--- config.mk ---
export PLATFORM = sky130hd
export DESIGN_NAME = rai_reset_irq
export DESIGN_NICKNAME = d
export VERILOG_FILES = /design/src/rtl/rai_pkg.sv /design/src/rtl/rai_sync2.sv /design/src/rtl/rai_prio.sv /design/src/rtl/rai_reset_irq.sv
export SDC_FILE = /design/constraint.sdc
export NUM_CORES = 1
export LEC_CHECK = 0
export BUFFER_PORTS_ARGS = -buffer_cell sky130_fd_sc_hd__buf_4
export CAP_MARGIN = 30
export CELL_PAD_IN_SITES_DETAIL_PLACEMENT = 1
export CELL_PAD_IN_SITES_GLOBAL_PLACEMENT = 1
export CORE_ASPECT_RATIO = 0.7
export CORE_MARGIN = 1.5
export CORE_UTILIZATION = 40
export DETAILED_ROUTE_END_ITERATION = 10
export PLACE_DENSITY = 0.8
export SYNTH_ARGS = -nofsm -noshare
export SYNTH_HDL_FRONTEND = slang
export SYNTH_SLANG_ARGS = --single-unit
--- constraint.sdc ---
create_clock -name clk -period 3.4 [get_ports clk]
set_input_delay 0.51 -clock clk [delete_from_list [all_inputs] [get_ports clk]]
set_output_delay 0.51 -clock clk [all_outputs]
set_load 0.02 [all_outputs]
--- src/rtl/rai_pkg.sv ---
package rai_pkg;

  // source numbering, bit i of the candidate vector is source i
  localparam int NSRC = 24;
  localparam int IDX_W = 5;
  localparam int SRC_SOFT = 0;
  localparam int SRC_TRAP = 2;
  localparam int SRC_WDT = 3;
  localparam int SRC_FIRST_MASK = 4;
  localparam int SRC_EXT0 = 4;
  localparam int SRC_HI_FIRST = 16;

  // vectors and levels
  localparam logic [15:0] VEC_RESET = 16'hFFFE;
  localparam logic [15:0] VEC_SOFT = 16'hFFFC;
  localparam logic [15:0] VEC_TRAP = 16'hFFFA;
  localparam logic [15:0] VEC_WDT = 16'hFFF8;
  localparam logic [15:0] VEC_LO_BASE = 16'hFFF6;
  localparam logic [15:0] VEC_HI_BASE = 16'hFFBE;
  localparam logic [4:0] LEVEL_RESET = 5'h01;
  localparam logic [4:0] LEVEL_NMI = 5'h02;

  // timing, oscillator and clk are the same 100 MHz source
  localparam int CLK_NS = 10;
  localparam int FC_NS = 10;
  localparam int MALF_RST_FC = 24;
  localparam int MALF_RST_CYC = (MALF_RST_FC * FC_NS) / CLK_NS;
  localparam int EXT_RST_MIN_FC = 12;
  localparam int EXT_RST_MIN_CYC = (EXT_RST_MIN_FC * FC_NS + CLK_NS - 1) / CLK_NS;

  // register byte offsets
  localparam logic [7:0] REG_LATCH = 8'h00;
  localparam logic [7:0] REG_ENABLE = 8'h04;
  localparam logic [7:0] REG_CTRL = 8'h08;
  localparam logic [7:0] REG_SYSCTL = 8'h0C;
  localparam logic [7:0] REG_STATUS = 8'h10;

  // watchdog_control_one fields
  localparam int CTL_W = 5;
  localparam int CTL_TRAP_RAM = 0;
  localparam int CTL_TRAP_ACT = 1;
  localparam int CTL_WDT_ACT = 2;
  localparam int CTL_EXT0_EN = 3;
  localparam int CTL_WDT_EN = 4;
  localparam logic [CTL_W-1:0] CTL_RESET = 5'h16;

  // system_control_two fields
  localparam int SYS_W = 3;
  localparam int SYS_XEN = 0;
  localparam int SYS_XTEN = 1;
  localparam int SYS_SYSCK = 2;
  localparam logic [SYS_W-1:0] SYS_RESET = 3'h1;

  // enable and status fields
  localparam int EN_IMF = 0;
  localparam int ST_REQ = 0;
  localparam int ST_LEVEL = 1;
  localparam int ST_CAUSE = 8;

  typedef struct packed {
    logic valid;
    logic in_sfr;
    logic in_dbr;
    logic in_ram;
  } rai_fetch_t;

  typedef struct packed {
    logic accept;
    logic reti;
  } rai_ack_t;

  typedef struct packed {
    logic req;
    logic nmi;
    logic [4:0] level;
    logic [15:0] vector;
  } rai_irq_t;

endpackage

--- src/rtl/rai_sync2.sv ---
`timescale 1ns/1ps
`default_nettype none
module rai_sync2 #(
  parameter logic RST_VAL = 1'b1
) (
  // clock and reset
  input wire logic clk,
  input wire logic rst,
  // level in and out
  input wire logic d,
  output logic q
);
  logic meta_q;

  always_ff @(posedge clk) begin
    if (rst) begin
      meta_q <= RST_VAL;
      q <= RST_VAL;
    end else begin
      meta_q <= d;
      q <= meta_q;
    end
  end
endmodule
`default_nettype wire

--- src/rtl/rai_prio.sv ---
`timescale 1ns/1ps
`default_nettype none
module rai_prio #(
  parameter int N = 24,
  parameter int IW = 5
) (
  // candidates, lowest index wins
  input wire logic [N-1:0] req,
  // selection
  output logic valid,
  output logic [IW-1:0] idx
);
  logic [N:0] none;
  logic [N-1:0] hit;

  if (N > (1 << IW)) begin : g_bad_width
    $error("rai_prio: index width too small");
  end

  assign none[0] = 1'b1;
  for (genvar i = 0; i < N; i++) begin : g_chain
    assign hit[i] = none[i] && req[i];
    assign none[i+1] = none[i] && !req[i];
  end

  assign valid = !none[N];

  always_comb begin
    idx = '0;
    for (int i = 0; i < N; i++) begin
      if (hit[i]) begin
        idx = IW'(i);
      end
    end
  end
endmodule
`default_nettype wire

--- src/rtl/rai_reset_irq.sv ---
// Register access over Avalon-MM and the address map are this design's own decisions.
`timescale 1ns/1ps
`default_nettype none
module rai_reset_irq #(
  parameter int STACK_DEPTH = 8
) (
  // clock and reset
  input wire logic clk,
  input wire logic rst,
  // register bus
  input wire logic [7:0] avs_address,
  input wire logic avs_read,
  input wire logic avs_write,
  input wire logic [31:0] avs_writedata,
  output logic [31:0] avs_readdata,
  output logic avs_waitrequest,
  // reset pin
  input wire logic reset_pin_n,
  // event sources
  input wire logic [rai_pkg::NSRC-1:rai_pkg::SRC_FIRST_MASK] periph_irq,
  input wire logic software_irq,
  input wire logic illegal_opcode_irq,
  input wire logic watchdog_overflow,
  input wire rai_pkg::rai_fetch_t fetch,
  // cpu core
  input wire rai_pkg::rai_ack_t cpu_ack,
  output rai_pkg::rai_irq_t cpu_irq,
  output logic cpu_rst,
  output logic watchdog_enable,
  output logic prescaler_clear
);
  import rai_pkg::*;

  localparam logic [4:0] MALF_LOAD = 5'(MALF_RST_CYC - 1);
  localparam logic [3:0] EXT_MIN = 4'(EXT_RST_MIN_CYC);

  if (STACK_DEPTH < 2 || STACK_DEPTH > 32) begin : g_bad_depth
    $error("rai_reset_irq: STACK_DEPTH out of range");
  end
  if (MALF_RST_CYC < 2 || MALF_RST_CYC > 32 || EXT_RST_MIN_CYC > 15) begin : g_bad_time
    $error("rai_reset_irq: reset timing does not fit counters");
  end

  logic pin_s;
  logic wait_q;
  logic [31:0] rdata_q;
  logic [31:0] rd_word;
  logic imf_q;
  logic [NSRC-1:SRC_FIRST_MASK] ef_q;
  logic [NSRC-1:SRC_TRAP] lat_q;
  logic [NSRC-1:SRC_TRAP] lat_d;
  logic [NSRC-1:SRC_TRAP] lat_set;
  logic [CTL_W-1:0] ctl_q;
  logic [SYS_W-1:0] sys_q;
  logic [3:0] cause_q;
  logic [STACK_DEPTH-1:0] imf_stk_q;
  logic [4:0] malf_cnt_q;
  logic [3:0] ext_cnt_q;
  logic cpu_rst_q;
  logic presc_q;
  rai_irq_t irq_q;
  logic [IDX_W-1:0] irq_idx_q;
  logic [NSRC-1:0] cand;
  logic sel_valid;
  logic [IDX_W-1:0] sel_idx;

  // pin is asynchronous to clk
  rai_sync2 #(.RST_VAL(1'b1)) u_pin_sync (
    .clk(clk),
    .rst(rst),
    .d(reset_pin_n),
    .q(pin_s)
  );

  // decode and events
  logic wr_fire;
  logic lat_we;
  logic en_we;
  logic ctl_we;
  logic sys_we;
  logic ext_hold;
  logic int_rst;
  logic trap_hit;
  logic trap_rst;
  logic trap_irq;
  logic wdt_rst;
  logic wdt_irq;
  logic clk_fault;
  logic malf_req;
  logic accept;
  logic [SYS_W-1:0] sys_new;

  assign wr_fire = avs_write && !wait_q;
  assign lat_we = wr_fire && (avs_address == REG_LATCH);
  assign en_we = wr_fire && (avs_address == REG_ENABLE);
  assign ctl_we = wr_fire && (avs_address == REG_CTRL);
  assign sys_we = wr_fire && (avs_address == REG_SYSCTL);
  assign sys_new = avs_writedata[SYS_W-1:0];

  assign ext_hold = !pin_s && (ext_cnt_q == EXT_MIN);
  assign int_rst = rst || ext_hold || (malf_cnt_q != 5'h00);

  // fetches are ignored while the core is held
  assign trap_hit = fetch.valid && !cpu_rst_q && (fetch.in_sfr || fetch.in_dbr ||
                    (fetch.in_ram && ctl_q[CTL_TRAP_RAM]));
  assign trap_rst = trap_hit && ctl_q[CTL_TRAP_ACT];
  assign trap_irq = trap_hit && !ctl_q[CTL_TRAP_ACT];
  assign wdt_rst = watchdog_overflow && !cpu_rst_q && ctl_q[CTL_WDT_ACT];
  assign wdt_irq = watchdog_overflow && !cpu_rst_q && !ctl_q[CTL_WDT_ACT];

  assign clk_fault = sys_we && (
    (sys_q[SYS_XEN] && sys_q[SYS_XTEN] && !sys_new[SYS_XEN] && !sys_new[SYS_XTEN]) ||
    (sys_q[SYS_XEN] && !sys_new[SYS_XEN] && !sys_q[SYS_SYSCK]) ||
    (sys_q[SYS_XTEN] && !sys_new[SYS_XTEN] && sys_q[SYS_SYSCK]));

  assign malf_req = trap_rst || wdt_rst || clk_fault;
  assign accept = cpu_ack.accept && irq_q.req && !int_rst;

  // bus slave: every access answers on the second edge
  always_ff @(posedge clk) begin
    if (rst) begin
      wait_q <= 1'b1;
    end else begin
      wait_q <= !((avs_read || avs_write) && wait_q);
    end
  end

  always_comb begin
    rd_word = '0;
    if (avs_address == REG_LATCH) begin
      rd_word[NSRC-1:SRC_TRAP] = lat_q;
    end else if (avs_address == REG_ENABLE) begin
      rd_word[NSRC-1:SRC_FIRST_MASK] = ef_q;
      rd_word[EN_IMF] = imf_q;
    end else if (avs_address == REG_CTRL) begin
      rd_word[CTL_W-1:0] = ctl_q;
    end else if (avs_address == REG_SYSCTL) begin
      rd_word[SYS_W-1:0] = sys_q;
    end else if (avs_address == REG_STATUS) begin
      rd_word[ST_REQ] = irq_q.req;
      rd_word[ST_LEVEL +: 5] = irq_q.level;
      rd_word[ST_CAUSE +: 4] = cause_q;
    end
  end

  always_ff @(posedge clk) begin
    if (rst) begin
      rdata_q <= 32'h0000_0000;
    end else if (avs_read && wait_q) begin
      rdata_q <= rd_word;
    end
  end

  // reset pin qualification
  always_ff @(posedge clk) begin
    if (rst || pin_s) begin
      ext_cnt_q <= 4'h0;
    end else if (ext_cnt_q != EXT_MIN) begin
      ext_cnt_q <= ext_cnt_q + 4'h1;
    end
  end

  // malfunction pulse; loaded at power-up as the circuit is not cleared then
  always_ff @(posedge clk) begin
    if (rst) begin
      malf_cnt_q <= MALF_LOAD;
    end else if (malf_req) begin
      malf_cnt_q <= MALF_LOAD;
    end else if (malf_cnt_q != 5'h00) begin
      malf_cnt_q <= malf_cnt_q - 5'h01;
    end
  end

  // core reset and prescaler clear; release lets the core fetch the top vector
  always_ff @(posedge clk) begin
    if (rst) begin
      cpu_rst_q <= 1'b1;
      presc_q <= 1'b1;
    end else begin
      cpu_rst_q <= int_rst || malf_req;
      presc_q <= int_rst || malf_req;
    end
  end

  always_ff @(posedge clk) begin
    if (rst) begin
      cause_q <= 4'h0;
    end else if (ext_hold || malf_req) begin
      cause_q <= {clk_fault, wdt_rst, trap_rst, ext_hold};
    end
  end

  // request latches; a new request beats any clear in the same cycle
  assign lat_set = {periph_irq, wdt_irq, trap_irq};
  for (genvar i = SRC_TRAP; i < NSRC; i++) begin : g_lat
    logic clr;
    assign clr = (lat_we && !avs_writedata[i]) ||
                 (accept && (irq_idx_q == IDX_W'(i)));
    assign lat_d[i] = lat_set[i] || (lat_q[i] && !clr);
  end

  always_ff @(posedge clk) begin
    if (int_rst) begin
      lat_q <= '0;
    end else begin
      lat_q <= lat_d;
    end
  end

  // master enable and its stack; hardware acceptance beats a software write
  always_ff @(posedge clk) begin
    if (int_rst) begin
      imf_q <= 1'b0;
    end else if (accept) begin
      imf_q <= 1'b0;
    end else if (cpu_ack.reti) begin
      imf_q <= imf_stk_q[0];
    end else if (en_we) begin
      imf_q <= avs_writedata[EN_IMF];
    end
  end

  // stack overflow drops the oldest entry
  always_ff @(posedge clk) begin
    if (int_rst) begin
      imf_stk_q <= '0;
    end else if (accept) begin
      imf_stk_q <= {imf_stk_q[STACK_DEPTH-2:0], imf_q};
    end else if (cpu_ack.reti) begin
      imf_stk_q <= {1'b0, imf_stk_q[STACK_DEPTH-1:1]};
    end
  end

  always_ff @(posedge clk) begin
    if (int_rst) begin
      ef_q <= '0;
    end else if (en_we) begin
      ef_q <= avs_writedata[NSRC-1:SRC_FIRST_MASK];
    end
  end

  always_ff @(posedge clk) begin
    if (int_rst) begin
      ctl_q <= CTL_RESET;
    end else if (ctl_we) begin
      ctl_q <= avs_writedata[CTL_W-1:0];
    end
  end

  // a faulting write is not stored, reset restores defaults anyway
  always_ff @(posedge clk) begin
    if (int_rst) begin
      sys_q <= SYS_RESET;
    end else if (sys_we && !clk_fault) begin
      sys_q <= sys_new;
    end
  end

  // candidates: soft and illegal opcode share one unlatched slot
  always_comb begin
    cand = '0;
    cand[SRC_SOFT] = software_irq || illegal_opcode_irq;
    cand[SRC_WDT:SRC_TRAP] = lat_q[SRC_WDT:SRC_TRAP];
    cand[NSRC-1:SRC_FIRST_MASK] = lat_q[NSRC-1:SRC_FIRST_MASK] & ef_q &
                                  {(NSRC - SRC_FIRST_MASK){imf_q}};
    cand[SRC_EXT0] = cand[SRC_EXT0] && ctl_q[CTL_EXT0_EN];
  end

  rai_prio #(.N(NSRC), .IW(IDX_W)) u_prio (
    .req(cand),
    .valid(sel_valid),
    .idx(sel_idx)
  );

  function automatic logic [15:0] vec_of(input logic [IDX_W-1:0] idx);
    if (idx == IDX_W'(SRC_SOFT)) begin
      vec_of = VEC_SOFT;
    end else if (idx == IDX_W'(SRC_TRAP)) begin
      vec_of = VEC_TRAP;
    end else if (idx == IDX_W'(SRC_WDT)) begin
      vec_of = VEC_WDT;
    end else if (idx < IDX_W'(SRC_HI_FIRST)) begin
      vec_of = VEC_LO_BASE - 16'((int'(idx) - SRC_FIRST_MASK) * 2);
    end else begin
      vec_of = VEC_HI_BASE - 16'((int'(idx) - SRC_HI_FIRST) * 2);
    end
  endfunction

  // presented request is frozen until the core takes it
  always_ff @(posedge clk) begin
    if (int_rst) begin
      irq_q.req <= 1'b0;
      irq_q.nmi <= 1'b1;
      irq_q.level <= LEVEL_RESET;
      irq_q.vector <= VEC_RESET;
      irq_idx_q <= '0;
    end else if (irq_q.req && !cpu_ack.accept) begin
      irq_q <= irq_q;
    end else if (accept) begin
      irq_q.req <= 1'b0;
    end else begin
      irq_q.req <= sel_valid;
      irq_q.nmi <= sel_idx < IDX_W'(SRC_FIRST_MASK);
      irq_q.level <= (sel_idx < IDX_W'(SRC_FIRST_MASK)) ? LEVEL_NMI :
                     5'(int'(sel_idx) + 1);
      irq_q.vector <= vec_of(sel_idx);
      irq_idx_q <= sel_idx;
    end
  end

  assign avs_readdata = rdata_q;
  assign avs_waitrequest = wait_q;
  assign cpu_irq = irq_q;
  assign cpu_rst = cpu_rst_q;
  assign watchdog_enable = ctl_q[CTL_WDT_EN];
  assign prescaler_clear = presc_q;
endmodule
`default_nettype wire

Yosys cells after proc, flatten, opt, wreduce, memory -nomap -nowiden:

Index checks and enable logic that the tools add are counted.

* output and inout port bits: 59
* input bits: 74
* word-level logic and storage cells: 398
* register bits: 128

* order comparisons: 2
* equality and inequality tests: 30
* multiplexer cells: 52
* reductions and logical operators: 284
* $add $sub $neg: 7
* bitwise operators: 4

Operators by type and width (number)
* $logic_and A1 B1 Y1: 139
* $mux W5: 23
* $logic_not A1 Y1: 80
* $mux W16: 4
* $logic_or A1 B1 Y1: 57
* $and A20 B20 Y20: 2
* $eq A5 B4 Y1 const B: 8
* $eq A5 B5 Y1 const B: 8
* $mux W6: 5
* $mux W22: 1
* $eq A5 B2 Y1 const B: 4
* $eq A5 B3 Y1 const B: 4
* $eq A8 B4 Y1 const B: 2
* $mux W4: 4
* $mux W8: 2
* $mux W12: 1
* $mux W3: 3
* $sub A8 B7 Y9 const A: 1
* $eq A8 B3 Y1 const B: 1
* $eq A8 B5 Y1 const B: 1
* $logic_not A8 Y1: 1
* $mux W2: 4
* $sub A5 B7 Y8 const A: 1
* $sub A5 B3 Y6 const B: 1
* other kinds (15): 22

Logic depth before layout (Yosys ltp):

Gate-level depths: netlist (run 1).

* depth after elaboration: 31
* mapped depth: 10
* depth with buffers taken out: 10

Cells and area by module:

From an unflattened synthesis (run 1), not the netlist that was laid out.

* cells, all modules: 720
* area total of the unflattened synthesis: 6034.5 um^2

By module, submodules not included
* rai_reset_irq: times used 1, area each 5632.9 um^2, cells each 662, sequential area each 2342.2 um^2
* rai_prio: times used 1, area each 349.1 um^2, cells each 54, sequential area each 0.0 um^2
* rai_sync2: times used 1, area each 52.6 um^2, cells each 4, sequential area each 40.0 um^2

Least setup slack after synthesis (run 1):

OpenSTA, ideal clock, no wires.

* path type: flip-flop to flip-flop
* start point: register lat_q[12] in the netlist's numbering
* end point: register irq_q (netlist bit cpu_irq[1])
* period minus slack after synthesis: 2.511 ns
* setup slack: 0.889 ns
* buffers on the path: 0
* required time: 3.326 ns
* setup time: 0.074 ns
* arrival time: 2.436 ns
* stages on the path, launching flop included: 11
* path through: dfxtp_1 > a222oi_1 > a41o_1 > nand3_1 > a2111o_1 > nand3_1 > inv_1 > ha_1 > nor2_1 > o2111ai_1 > a31oi_1

* cells in the longest elaborated chain, start to end: 22
* elaborated cells on any way between the ends: 50
* those cells by class: add/sub: 4; order compare: 1; eq/ne: 2; mux: 16; bitwise: 2; reduce/logical: 25

Ends and longest elaborated chain
* start: declaration: line rai_reset_irq.sv:50 `logic [NSRC-1:SRC_TRAP] lat_q;`
* start signal: assignment: line rai_reset_irq.sv:206 `lat_q <= lat_d;`
* $and A20 B20 Y20 (*) (2 in series): line rai_reset_irq.sv:264 `cand[NSRC-1:SRC_FIRST_MASK] = lat_q[NSRC-1:SRC_FIRST_MASK] & ef_q &`
* $logic_not A1 Y1: line rai_prio.sv:23 `assign none[i+1] = none[i] && !req[i];`
* $logic_and A1 B1 Y1: line rai_prio.sv:23
* $logic_and A1 B1 Y1, on equally long branches: line rai_prio.sv:22, rai_prio.sv:23
* $mux W5, or another cell as far along (9 in series): line rai_prio.sv:31 `if (hit[i]) begin`
* $mux W5 / $logic_and A1 B1 Y1 (equally long branches): line rai_prio.sv:31, rai_prio.sv:22
* $mux W5 (*): line rai_prio.sv:31
* via sel_idx[0]: line rai_reset_irq.sv:65 `logic [IDX_W-1:0] sel_idx;`
* $sub A5 B5 Y6 / $sub A5 B3 Y6 (equally long branches): line rai_reset_irq.sv:285, rai_reset_irq.sv:283
* $sub A8 B7 Y9 / $sub A5 B7 Y8 (equally long branches): line rai_reset_irq.sv:285, rai_reset_irq.sv:283
* $mux W16: line rai_reset_irq.sv:282 `end else if (idx < IDX_W'(SRC_HI_FIRST)) begin`
* $mux W16: line rai_reset_irq.sv:280 `end else if (idx == IDX_W'(SRC_WDT)) begin`
* $mux W16: line rai_reset_irq.sv:278 `end else if (idx == IDX_W'(SRC_TRAP)) begin`
* $mux W16 (*): line rai_reset_irq.sv:276 `if (idx == IDX_W'(SRC_SOFT)) begin`
* end signal: assignment: line rai_reset_irq.sv:298 `irq_q <= irq_q;`
* end: declaration: line rai_reset_irq.sv:61 `rai_irq_t irq_q;`

Mark *: on every way through the listed nets, which the timed path passes. The rest lies on a longest branch.
A chain may end at the register's enable or synchronous reset.

Worst setup path after layout (run 1):

* start point: register malf_cnt_q[0]
* end point: register lat_q[2] in the netlist's numbering

* cells in the longest elaborated chain, start to end: 9

Ends and longest elaborated chain
* start: declaration: line rai_reset_irq.sv:57 `logic [4:0] malf_cnt_q;`
* start signal: assignment: line rai_reset_irq.sv:170 `malf_cnt_q <= malf_cnt_q - 5'h01;`
* $reduce_bool A5 Y1 (*): line rai_reset_irq.sv:101 `assign int_rst = rst || ext_hold || (malf_cnt_q != 5'h00);`
* $logic_or A1 B1 Y1 (*): line rai_reset_irq.sv:101
* $logic_not A1 Y1: line rai_reset_irq.sv:117 `assign accept = cpu_ack.accept && irq_q.req && !int_rst;`
* $logic_and A1 B1 Y1: line rai_reset_irq.sv:117
* $logic_and A1 B1 Y1: line rai_reset_irq.sv:198 `(accept && (irq_idx_q == IDX_W'(i)));`
* $logic_or A1 B1 Y1: line rai_reset_irq.sv:197 `assign clr = (lat_we && !avs_writedata[i]) ||`
* $logic_not A1 Y1: line rai_reset_irq.sv:199 `assign lat_d[i] = lat_set[i] || (lat_q[i] && !clr);`
* $logic_and A1 B1 Y1: line rai_reset_irq.sv:199
* $logic_or A1 B1 Y1: line rai_reset_irq.sv:199

Mark *: on every way between the ends. The rest lies on a longest branch, timed or not.

==> results of run 1 <==
-- power breakdown --
group	leakage (nW)	internal (mW)	total, mW	switching [mW]
logic	1.55	0.0833	0.187	0.104
clock network	0.317	1.32	1.99	0.677
registers	0.954	1.40	1.41	0.00971
-- cells by family (layout without fill, tap and decap cells) --
family,after synthesis,in the layout
buf+inv,73,181
other cells,1,9
fa+ha+maj,6,6
xor+xnor,3,3
compound gates,212,212
mux,31,31
flops,118,118
simple gates,246,246
-- path summary, 6_finish.rpt --
check,startpoint,end,slack [ps],cells after the start
setup reg to reg,malf_cnt_q[0],lat_q[2],540,8
hold reg to reg,u_pin_sync.meta_q,u_pin_sync.q,410,1
setup / recovery,malf_cnt_q[0],lat_q[2],540,8
hold / removal,reset_pin_n,u_pin_sync.meta_q,280,2
-- state kept, by name, summed over array words and instances (netlist names), 3 cells and up --
name          count
malf_cnt_q        5
ext_cnt_q         4
irq_idx_q         5
cpu_irq          13
cause_q           4
lat_q            22
avs_readdata     24
sys_q             3
imf_stk_q         8
ef_q             20
ctl_q             5
-- per-stage QoR --
| step | worst slack (ps) | instance area [sq um] | std cells | total power, mW | util (%) |
|---|---|---|---|---|---|
| after detailed placement | 512 | 6700 | 964 | 1.62 | 48.0 |
| after global placement | 561 | 6700 | 964 | 1.61 | 48.0 |
| final | 539 | 7350 | 996 | 3.59 | 52.6 |
| after floorplan | 889 | 5770 | 698 | 1.52 | - |
| after global routing | 376 | 7350 | 996 | 3.67 | 52.6 |
| after CTS | 553 | 7350 | 996 | 3.60 | 52.6 |
-- cell type report --
cell class / count / area [sq um]
Sequential cell: 118 / 2360
Timing Repair Buffer: 129 / 968
Clock inverter: 13 / 204
Fill cell: 1685 / 6620
Inverter: 20 / 75.1
Clock buffer: 19 / 443
Multi-Input combinational cell: 507 / 3060
Tap cell: 190 / 238
-- worst reg2reg max path, cell delays in order (launching register included) --
cell     delay, ps
dfxtp_1        320
inv_1           80
ha_1           230
or4b_4         530
nor3_4         300
nand3_2        350
or3_1          480
o221a_2        270
o21a_1         190
-- routing by layer --
metal  wire length (um)  up-vias  track usage (%)
met5                  0        -                0
li1                   -     2688                -
met4                504        0             12.0
met1               9110     2865             34.1
met3               1210       47             5.53
met2               9340      216             45.1
-- layout by cell type (no fill, tap or decap), drive strengths merged, types with 7 or more instances in the layout --
master	n
o21a	16
buf	129
nor3	10
clkbuf	19
inv	20
mux2i	16
clkinv	7
and2	7
o21ai	44
mux2	15
nor2	39
a31oi	9
a221oi	7
a21oi	79
a211oi	9
nand2	103
nand3	37
conb	9
dfxtp	118
==> impl_metrics.json, run 1 <==
{
  "setup_viol": 0,
  "grt_max_degree": 44,
  "cts_root_buffer": "clkbuf_16",
  "hold_ws_ps": 277,
  "synth_area_leader_cell": "dfxtp_1",
  "yosys_warnings": 0,
  "clock_latency_ps": 420,
  "avgSynthCellArea_sq_um": 8.32,
  "drv_slew": 0,
  "drc": 0,
  "yosys.area_share.simple_pct": 21.3,
  "grt_pass1_wl_um": 31300,
  "p_per_area_nw_per_um2": 488,
  "fin_crit_sh_pct": 84.2,
  "fin_crit_ps": 2860,
  "ys_async_sr_fraction_pct": 0,
  "critPathKind": "reg -> reg",
  "core-area_sq_um": 14000,
  "synth-adder-area-share_pct": 1.31,
  "die_h_um": 103,
  "dr.pass1.iters": 5,
  "fmax_mhz": 350,
  "area_growth_syn_to_layout_pct": 28.0,
  "synth_compound_area_share_pct": 23.8,
  "avgRoutedWirePerCell_um": 20.2,
  "synthFlopType": "dfxtp_1",
  "drt-initial-drc-count": 411,
  "drive_gt1_share_pct": 23.4,
  "placementRows": 36,
  "cp.buffers_inverters": 1,
  "grt-ovfl-total": 0,
  "yosysSeqAreaShare_pct": 41.2,
  "num_vias": 5816,
  "dp_hpwl_um": 14400,
  "initial_core_util_pct": 41.1,
  "diodes": 0,
  "synth_xor_area_share_pct": 0.458,
  "io_pins": 133,
  "nets": 873,
  "synth_commonest_cells": "118 x dfxtp_1, 103 x nand2_1, 79 x a21oi_1",
  "cp-start-kind": "flop",
  "tns_ps": 0,
  "worstPathArrival_ps": 3160,
  "hp-class": "in -> reg",
  "numCtsBuffers": 17,
  "cts_setup_buffers": 0,
  "drtAntennaViolNets": 0,
  "synthesis.area_sq_um": 5740,
  "maxCapViolCount": 0,
  "cts_tree": "built",
  "ys_types": 69,
  "clock-sinks": 118,
  "clkTransAtPathRegs_ps": 60,
  "critPathMaxStageDelay_ps": 530,
  "post_cts_resized": 0,
  "leakage_nw": 2.82,
  "synth_top_cell_area_share_pct": 41.2,
  "syn_inst": 690,
  "via_per_inst": 5.84,
  "htree_levels": 4,
  "die_width_um": 146,
  "die-area_sq_um": 15100,
  "worst_path_max_delay_cell": "or4b_4",
  "gp_congestion": 0.850,
  "grt_pass1_vias": 5755,
  "cp_cell_sequence": "inv_1, ha_1, or4b_4, nor3_4, nand3_2, or3_1, o221a_2, o21a_1",
  "grt_use_total_pct": 26.9,
  "status": "completed",
  "synthMuxAreaShare_pct": 5.73,
  "totalWireLength_um": 20200,
  "fin_skew_ps": 9.79,
  "postCtsHoldBufs": 0,
  "cp_max_fo": 19,
  "ir_worst_vdd_mv": 0.358,
  "antenna_found_initial": 0,
  "cp_data_required_time_ps": 3700,
  "io_buffer_count": 115,
  "ys_top_cells_by_area": "dfxtp_1 41%, a21oi_1 6.9%, nand2_1 6.7%",
  "slew_headroom_pct": 38.7,
  "hold_violations": 0,
  "worst-slew-pin-transition_ps": 919,
  "rsz0062_at_grt": "no",
  "synth_top_family_by_area": "compound AO/OA/AOI/OAI gates",
  "synth.most_common_cell": "dfxtp_1",
  "clk_path_buf_depth": 2,
  "synth-seq-cells": 118,
  "synth-edff-count": 0,
  "path_delay_family": "simple AND/OR/NAND/NOR gates",
  "crit_path_end_kind": "flop"
}
(Power assumes the default switching activity.)
==> run 2, diff against run 1 <==
Settings changed: CORE_UTILIZATION 40 to 36, PLACE_DENSITY 0.8 to 0.76.
Clock period 3.4 ns to 2.4 ns, I/O delays scaled along.
==> run 2 against run 1 <==
Compared with the run above:
- the run now ends with setup timing left
- die area grew 11%
- global-route usage increased by 0.65 points
- worst setup slack lost 690 ps
- core utilization up 0.82 points
- register-to-register slack lost 690 ps
- sequential cell count is the same
- sequential power increased by 42%
- clock power is 22% higher
- combinational power rose by 60%
==> impl_metrics.json, run 2 (synthesis results as in run 1) <==
{
  "largest_reg_flops": 24,
  "p_per_area_nw_per_um2": 568,
  "drv_slew": 0,
  "worstPathArrival_ps": 2830,
  "gp_congestion": 0.839,
  "grt_pass1_wl_um": 35100,
  "drt-initial-drc-count": 425,
  "critPathKind": "reg -> reg",
  "clkTransAtPathRegs_ps": 60,
  "avgRoutedWirePerCell_um": 21.2,
  "core-area_sq_um": 15500,
  "dp_hpwl_um": 16000,
  "wl_met3_um": 1370,
  "htree_levels": 4,
  "setup_slack_ps": -147,
  "diodes": 0,
  "maxCapViolCount": 0,
  "die-area_sq_um": 16700,
  "cp_max_fo": 5,
  "crit_path_end_kind": "flop",
  "grt_use_total_pct": 27.6,
  "cts_root_buffer": "clkbuf_16",
  "drive_gt1_share_pct": 36.6,
  "drc": 0,
  "postCtsHoldBufs": 0,
  "setup_viol": 6,
  "die_width_um": 154,
  "hold_violations": 0,
  "failed_checks": "setup timing",
  "io_buffer_count": 115,
  "final_cell_mix": "222 x buf_4, 109 x dfxtp_1, 102 x nand2_1",
  "dpl_cell_area_sq_um": 7310,
  "multi_input_area_sq_um": 3300,
  "worst-slew-pin-transition_ps": 593,
  "drtAntennaViolNets": 0,
  "stdcell_count": 1105,
  "io_pins": 133,
  "grt_max_degree": 44,
  "totalWireLength_um": 23400,
  "clock_latency_ps": 430,
  "clk_path_buf_depth": 2,
  "fin_skew_ps": 7.13,
  "ir_worst_vdd_mv": 0.469,
  "layout_commonest_cell": "buf_4",
  "fillCellCount": 1823,
  "area_growth_syn_to_layout_pct": 44.8,
  "cp-start-kind": "flop",
  "fin_crit_ps": 2550,
  "cts_tree": "built",
  "initial_core_util_pct": 36.9,
  "die_h_um": 109,
  "rsz0062_at_grt": "yes",
  "numCtsBuffers": 17,
  "clock-sinks": 118,
  "slew_headroom_pct": 60.4,
  "post-place-cells": 1052,
  "num_vias": 6333,
  "regArea_sq_um": 2370,
  "placementRows": 38,
  "cp_data_required_time_ps": 2690,
  "grt-ovfl-total": 0,
  "via_per_inst": 5.73,
  "fmax_mhz": 393,
  "wl_met1_um": 10100,
  "hold_ws_ps": 117,
  "leakage_nw": 3.31,
  "grt_pass1_vias": 6578,
  "hp-class": "in -> reg",
  "dr.pass1.iters": 7,
  "routed-wl-met2_um": 11400,
  "antenna_found_initial": 0,
  "fin_crit_sh_pct": 106,
  "fin_area_sq_um": 8310,
  "nets": 972,
  "top_layer": "met4",
  "status": "complete, but fails checks"
}
## run 2: changes by cell type in the layout (fill, tap and decap cells not counted), moves of 6 or more
cell / previous run / this run
dfxtp_1: 118 / 109
dfxtp_2: 0 / 9
nand3_1: 36 / 30
buf_4: 129 / 222
## run 2: final cells by class
type,instances,area share (%)
clock buffers,26,6.25
repair buffers,228,21.0
well taps,200,3.01
flip-flops and latches,118,28.6
clock inverters,6,0.497
multi-input cells,507,39.7
inverters,20,0.934
## run 2: through the flow
| step | setup slack, ps | total power [mW] | TNS, ps | utilization (%) |
|---|---|---|---|---|
| floorplan | 19.1 | 2.16 | 0 | - |
| global placement | -221 | 2.31 | -1530 | 47.0 |
| detailed placement | -279 | 2.32 | -3270 | 47.0 |
| CTS | -98.1 | 4.73 | -272 | 52.3 |
| global route | -223 | 4.84 | -1150 | 53.4 |
| finish | -147 | 4.72 | -347 | 53.4 |
## run 2: what timing repair did
item                                    CTS  global route
resized for setup                        32            30
pin swaps                                21            17
endpoints found under the setup margin   21            33
gates cloned                              0             0
buffers inserted                         15             7
## run 2: worst max-delay path, stage by stage (launching register included)
cell	delay, ps
dfxtp_2	320
a222oi_1	100
buf_4	160
buf_4	150
a31oi_2	140
a21oi_2	60
o211ai_1	380
nand3_2	270
ha_4	260
or3_1	400
nand3_2	90
a21oi_1	60
## run 2: power breakdown
| group | internal, mW | total [mW] | switching [mW] | leakage (nW) |
|---|---|---|---|---|
| logic | 0.140 | 0.299 | 0.159 | 2.09 |
| clock network | 1.48 | 2.43 | 0.944 | 0.269 |
| registers | 1.98 | 2.00 | 0.0164 | 0.957 |
| total | 3.60 | 4.72 | 1.12 | 3.31 |
## run 2: path summary, 6_finish.rpt
check / from / end / slack (ps) / depth (start not counted)
hold / removal: reset_pin_n / u_pin_sync.meta_q / 120 / 2
setup / recovery: ef_q[12] / cpu_irq[18] / -150 / 11
setup reg to reg: ef_q[12] / cpu_irq[18] / -150 / 11
hold reg to reg: u_pin_sync.meta_q / u_pin_sync.q / 420 / 1
## run 2: metal layers
layer	global-route usage, %	up-vias
li1	-	2888
met1	33.6	3156
met2	47.7	235
met3	6.24	54
met4	10.9	0
met5	0	-
==> run 3, diff against run 2 <==
Settings changed: PLACE_DENSITY 0.76 to 0.73.
==> run 3 against run 2 <==
Compared with the run above:
- the run still ends with setup timing left
- worst setup slack better by 89 ps
- sequential share of layout area is 0.28 points lower
- non-clock buffer count stayed put
- sequential cell count stayed put
- final area is 0.84% higher
- wire length is 2.6% lower
- cell count is 0.18% lower
- combinational power hardly changed
- fmax is 3.6% higher
- die area stayed put
- hold slack better by 5.2 ps
- largest power group unchanged
- highest routed layer unchanged
==> impl_metrics.json, run 3 (synthesis results as in run 1) <==
{
  "cp_data_required_time_ps": 2750,
  "hold_violations": 0,
  "num_vias": 6310,
  "switchingPower_mw": 1.10,
  "totalWireLength_um": 22800,
  "placementRows": 38,
  "fin_area_sq_um": 8380,
  "power_mw": 5.01,
  "nets": 972,
  "tns_ps": -146,
  "maxCapViolCount": 0,
  "worstPathArrival_ps": 2810,
  "grt_pass1_vias": 6284,
  "drv_slew": 0,
  "htree_levels": 4,
  "drive_gt1_share_pct": 36.0,
  "initial_core_util_pct": 36.9,
  "via_per_inst": 5.72,
  "grt-ovfl-total": 0,
  "die-area_sq_um": 16700,
  "worst-slew-pin-transition_ps": 670,
  "clkPwrFrac_pct": 54.2,
  "core-area_sq_um": 15500,
  "swShare_pct": 21.9,
  "ir_worst_vdd_mv": 0.482,
  "failed_checks": "setup timing",
  "clock_latency_ps": 420,
  "die_width_um": 154,
  "drtAntennaViolNets": 0,
  "leakage_nw": 3.36,
  "grt_use_total_pct": 27.1,
  "io_pins": 133,
  "numCtsBuffers": 17,
  "cts_root_buffer": "clkbuf_16",
  "io_buffer_count": 115,
  "grt_pass1_wl_um": 34800,
  "hp-class": "in -> reg",
  "clkTransAtPathRegs_ps": 50,
  "diodes": 0,
  "largest_reg_flops": 24,
  "cp_max_fo": 5,
  "dp_hpwl_um": 16000,
  "crit_path_end_kind": "flop",
  "post-place-cells": 1059,
  "drc": 0,
  "slew_headroom_pct": 55.3,
  "fin_skew_ps": 8.28,
  "antenna_found_initial": 0,
  "avgRoutedWirePerCell_um": 20.7,
  "status": "complete, but fails checks",
  "die_h_um": 109,
  "p_per_area_nw_per_um2": 598,
  "drt-initial-drc-count": 432,
  "setup_slack_ps": -58.6,
  "final_cell_mix": "220 x buf_4, 112 x dfxtp_1, 103 x nand2_1",
  "cts_tree": "built",
  "setup_viol": 4,
  "stdcell_count": 1103,
  "rsz0062_at_grt": "yes",
  "comb_power_share_pct": 6.0,
  "fmax_mhz": 407,
  "hold_ws_ps": 122,
  "dpl_cell_area_sq_um": 7370,
  "grt_max_degree": 44,
  "area_growth_syn_to_layout_pct": 46.0,
  "clock-sinks": 118,
  "cp-start-kind": "flop",
  "critPathKind": "reg -> reg",
  "dr.pass1.iters": 5,
  "p_int_mw": 3.91,
  "fin_crit_ps": 2460,
  "seq_power_share_pct": 39.8,
  "fin_crit_sh_pct": 102,
  "clk_path_buf_depth": 2,
  "layout_commonest_cell": "buf_4",
  "gp_congestion": 0.881
}
[run 3: changes by cell type in the layout (fill, tap and decap cells not counted), sizes merged]
cell and delta:
clkbuf -6, bufinv +4, clkinv +2, clkinvlp -2
[run 3: final cells by class]
cell class | count | area, sq um
clock inverter | 10 | 153
timing repair buffer | 228 | 1750
inverter | 20 | 77.6
tap | 200 | 250
multi-input combinational | 507 | 3310
clock buffer | 20 | 467
sequential | 118 | 2370
fill | 1796 | 7170
[run 3: stage by stage]
step	util (%)	setup WS, ps
global placement	47.4	-217
floorplan	-	19.1
CTS	52.6	-179
detailed placement	47.4	-286
finish	53.9	-58.6
global route	53.9	-153
[run 3: what timing repair did]
action                     4_1_cts  5_1_grt
pin swaps                       15       15
hold buffers                     0        0
setup endpoints to repair       19       28
cloned                           0        0
hold endpoints to repair         0        0
gates resized for setup         27       32
setup buffers                    9        5
[run 3: final timing paths]
| path | slack [ps] | cells after the start | from | to |
|---|---|---|---|---|
| setup reg to reg | -60 | 10 | lat_q[8] | cpu_irq[2] |
| setup / recovery | -60 | 10 | lat_q[8] | cpu_irq[2] |
| hold / removal | 120 | 2 | reset_pin_n | u_pin_sync.meta_q |
| hold reg to reg | 410 | 1 | u_pin_sync.meta_q | u_pin_sync.q |
[run 3: metal layers]
| metal | part of all wire [%] | global-route usage, % | vias to the layer above | wire length [um] |
|---|---|---|---|---|
| met5 | 0 | 0 | - | 0 |
| met2 | 47 | 45.4 | 243 | 10700 |
| met4 | 2.0 | 7.21 | 0 | 447 |
| met3 | 6.0 | 6.80 | 37 | 1370 |
| met1 | 45 | 35.1 | 3133 | 10300 |
| li1 | - | - | 2897 | - |
[run 3: power groups by stage]
stage | clock, mW | combinational [mW] | sequential [mW]
final | 2.71 | 0.302 | 1.99
after floorplan | 0 | 0.111 | 2.04
after CTS | 2.75 | 0.297 | 1.99
after global routing | 2.84 | 0.321 | 1.99
after detailed placement | 0 | 0.289 | 2.03
after global placement | 0 | 0.279 | 2.03
[run 3: critical path, cell delays in order, from the launching register on]
cell,delay (ps)
dfxtp_2,320
a222oi_1,400
buf_4,190
a41o_1,210
buf_4,130
buf_4,90
buf_4,90
nand4_1,290
nand2_1,320
o2111ai_2,180
a31oi_1,160
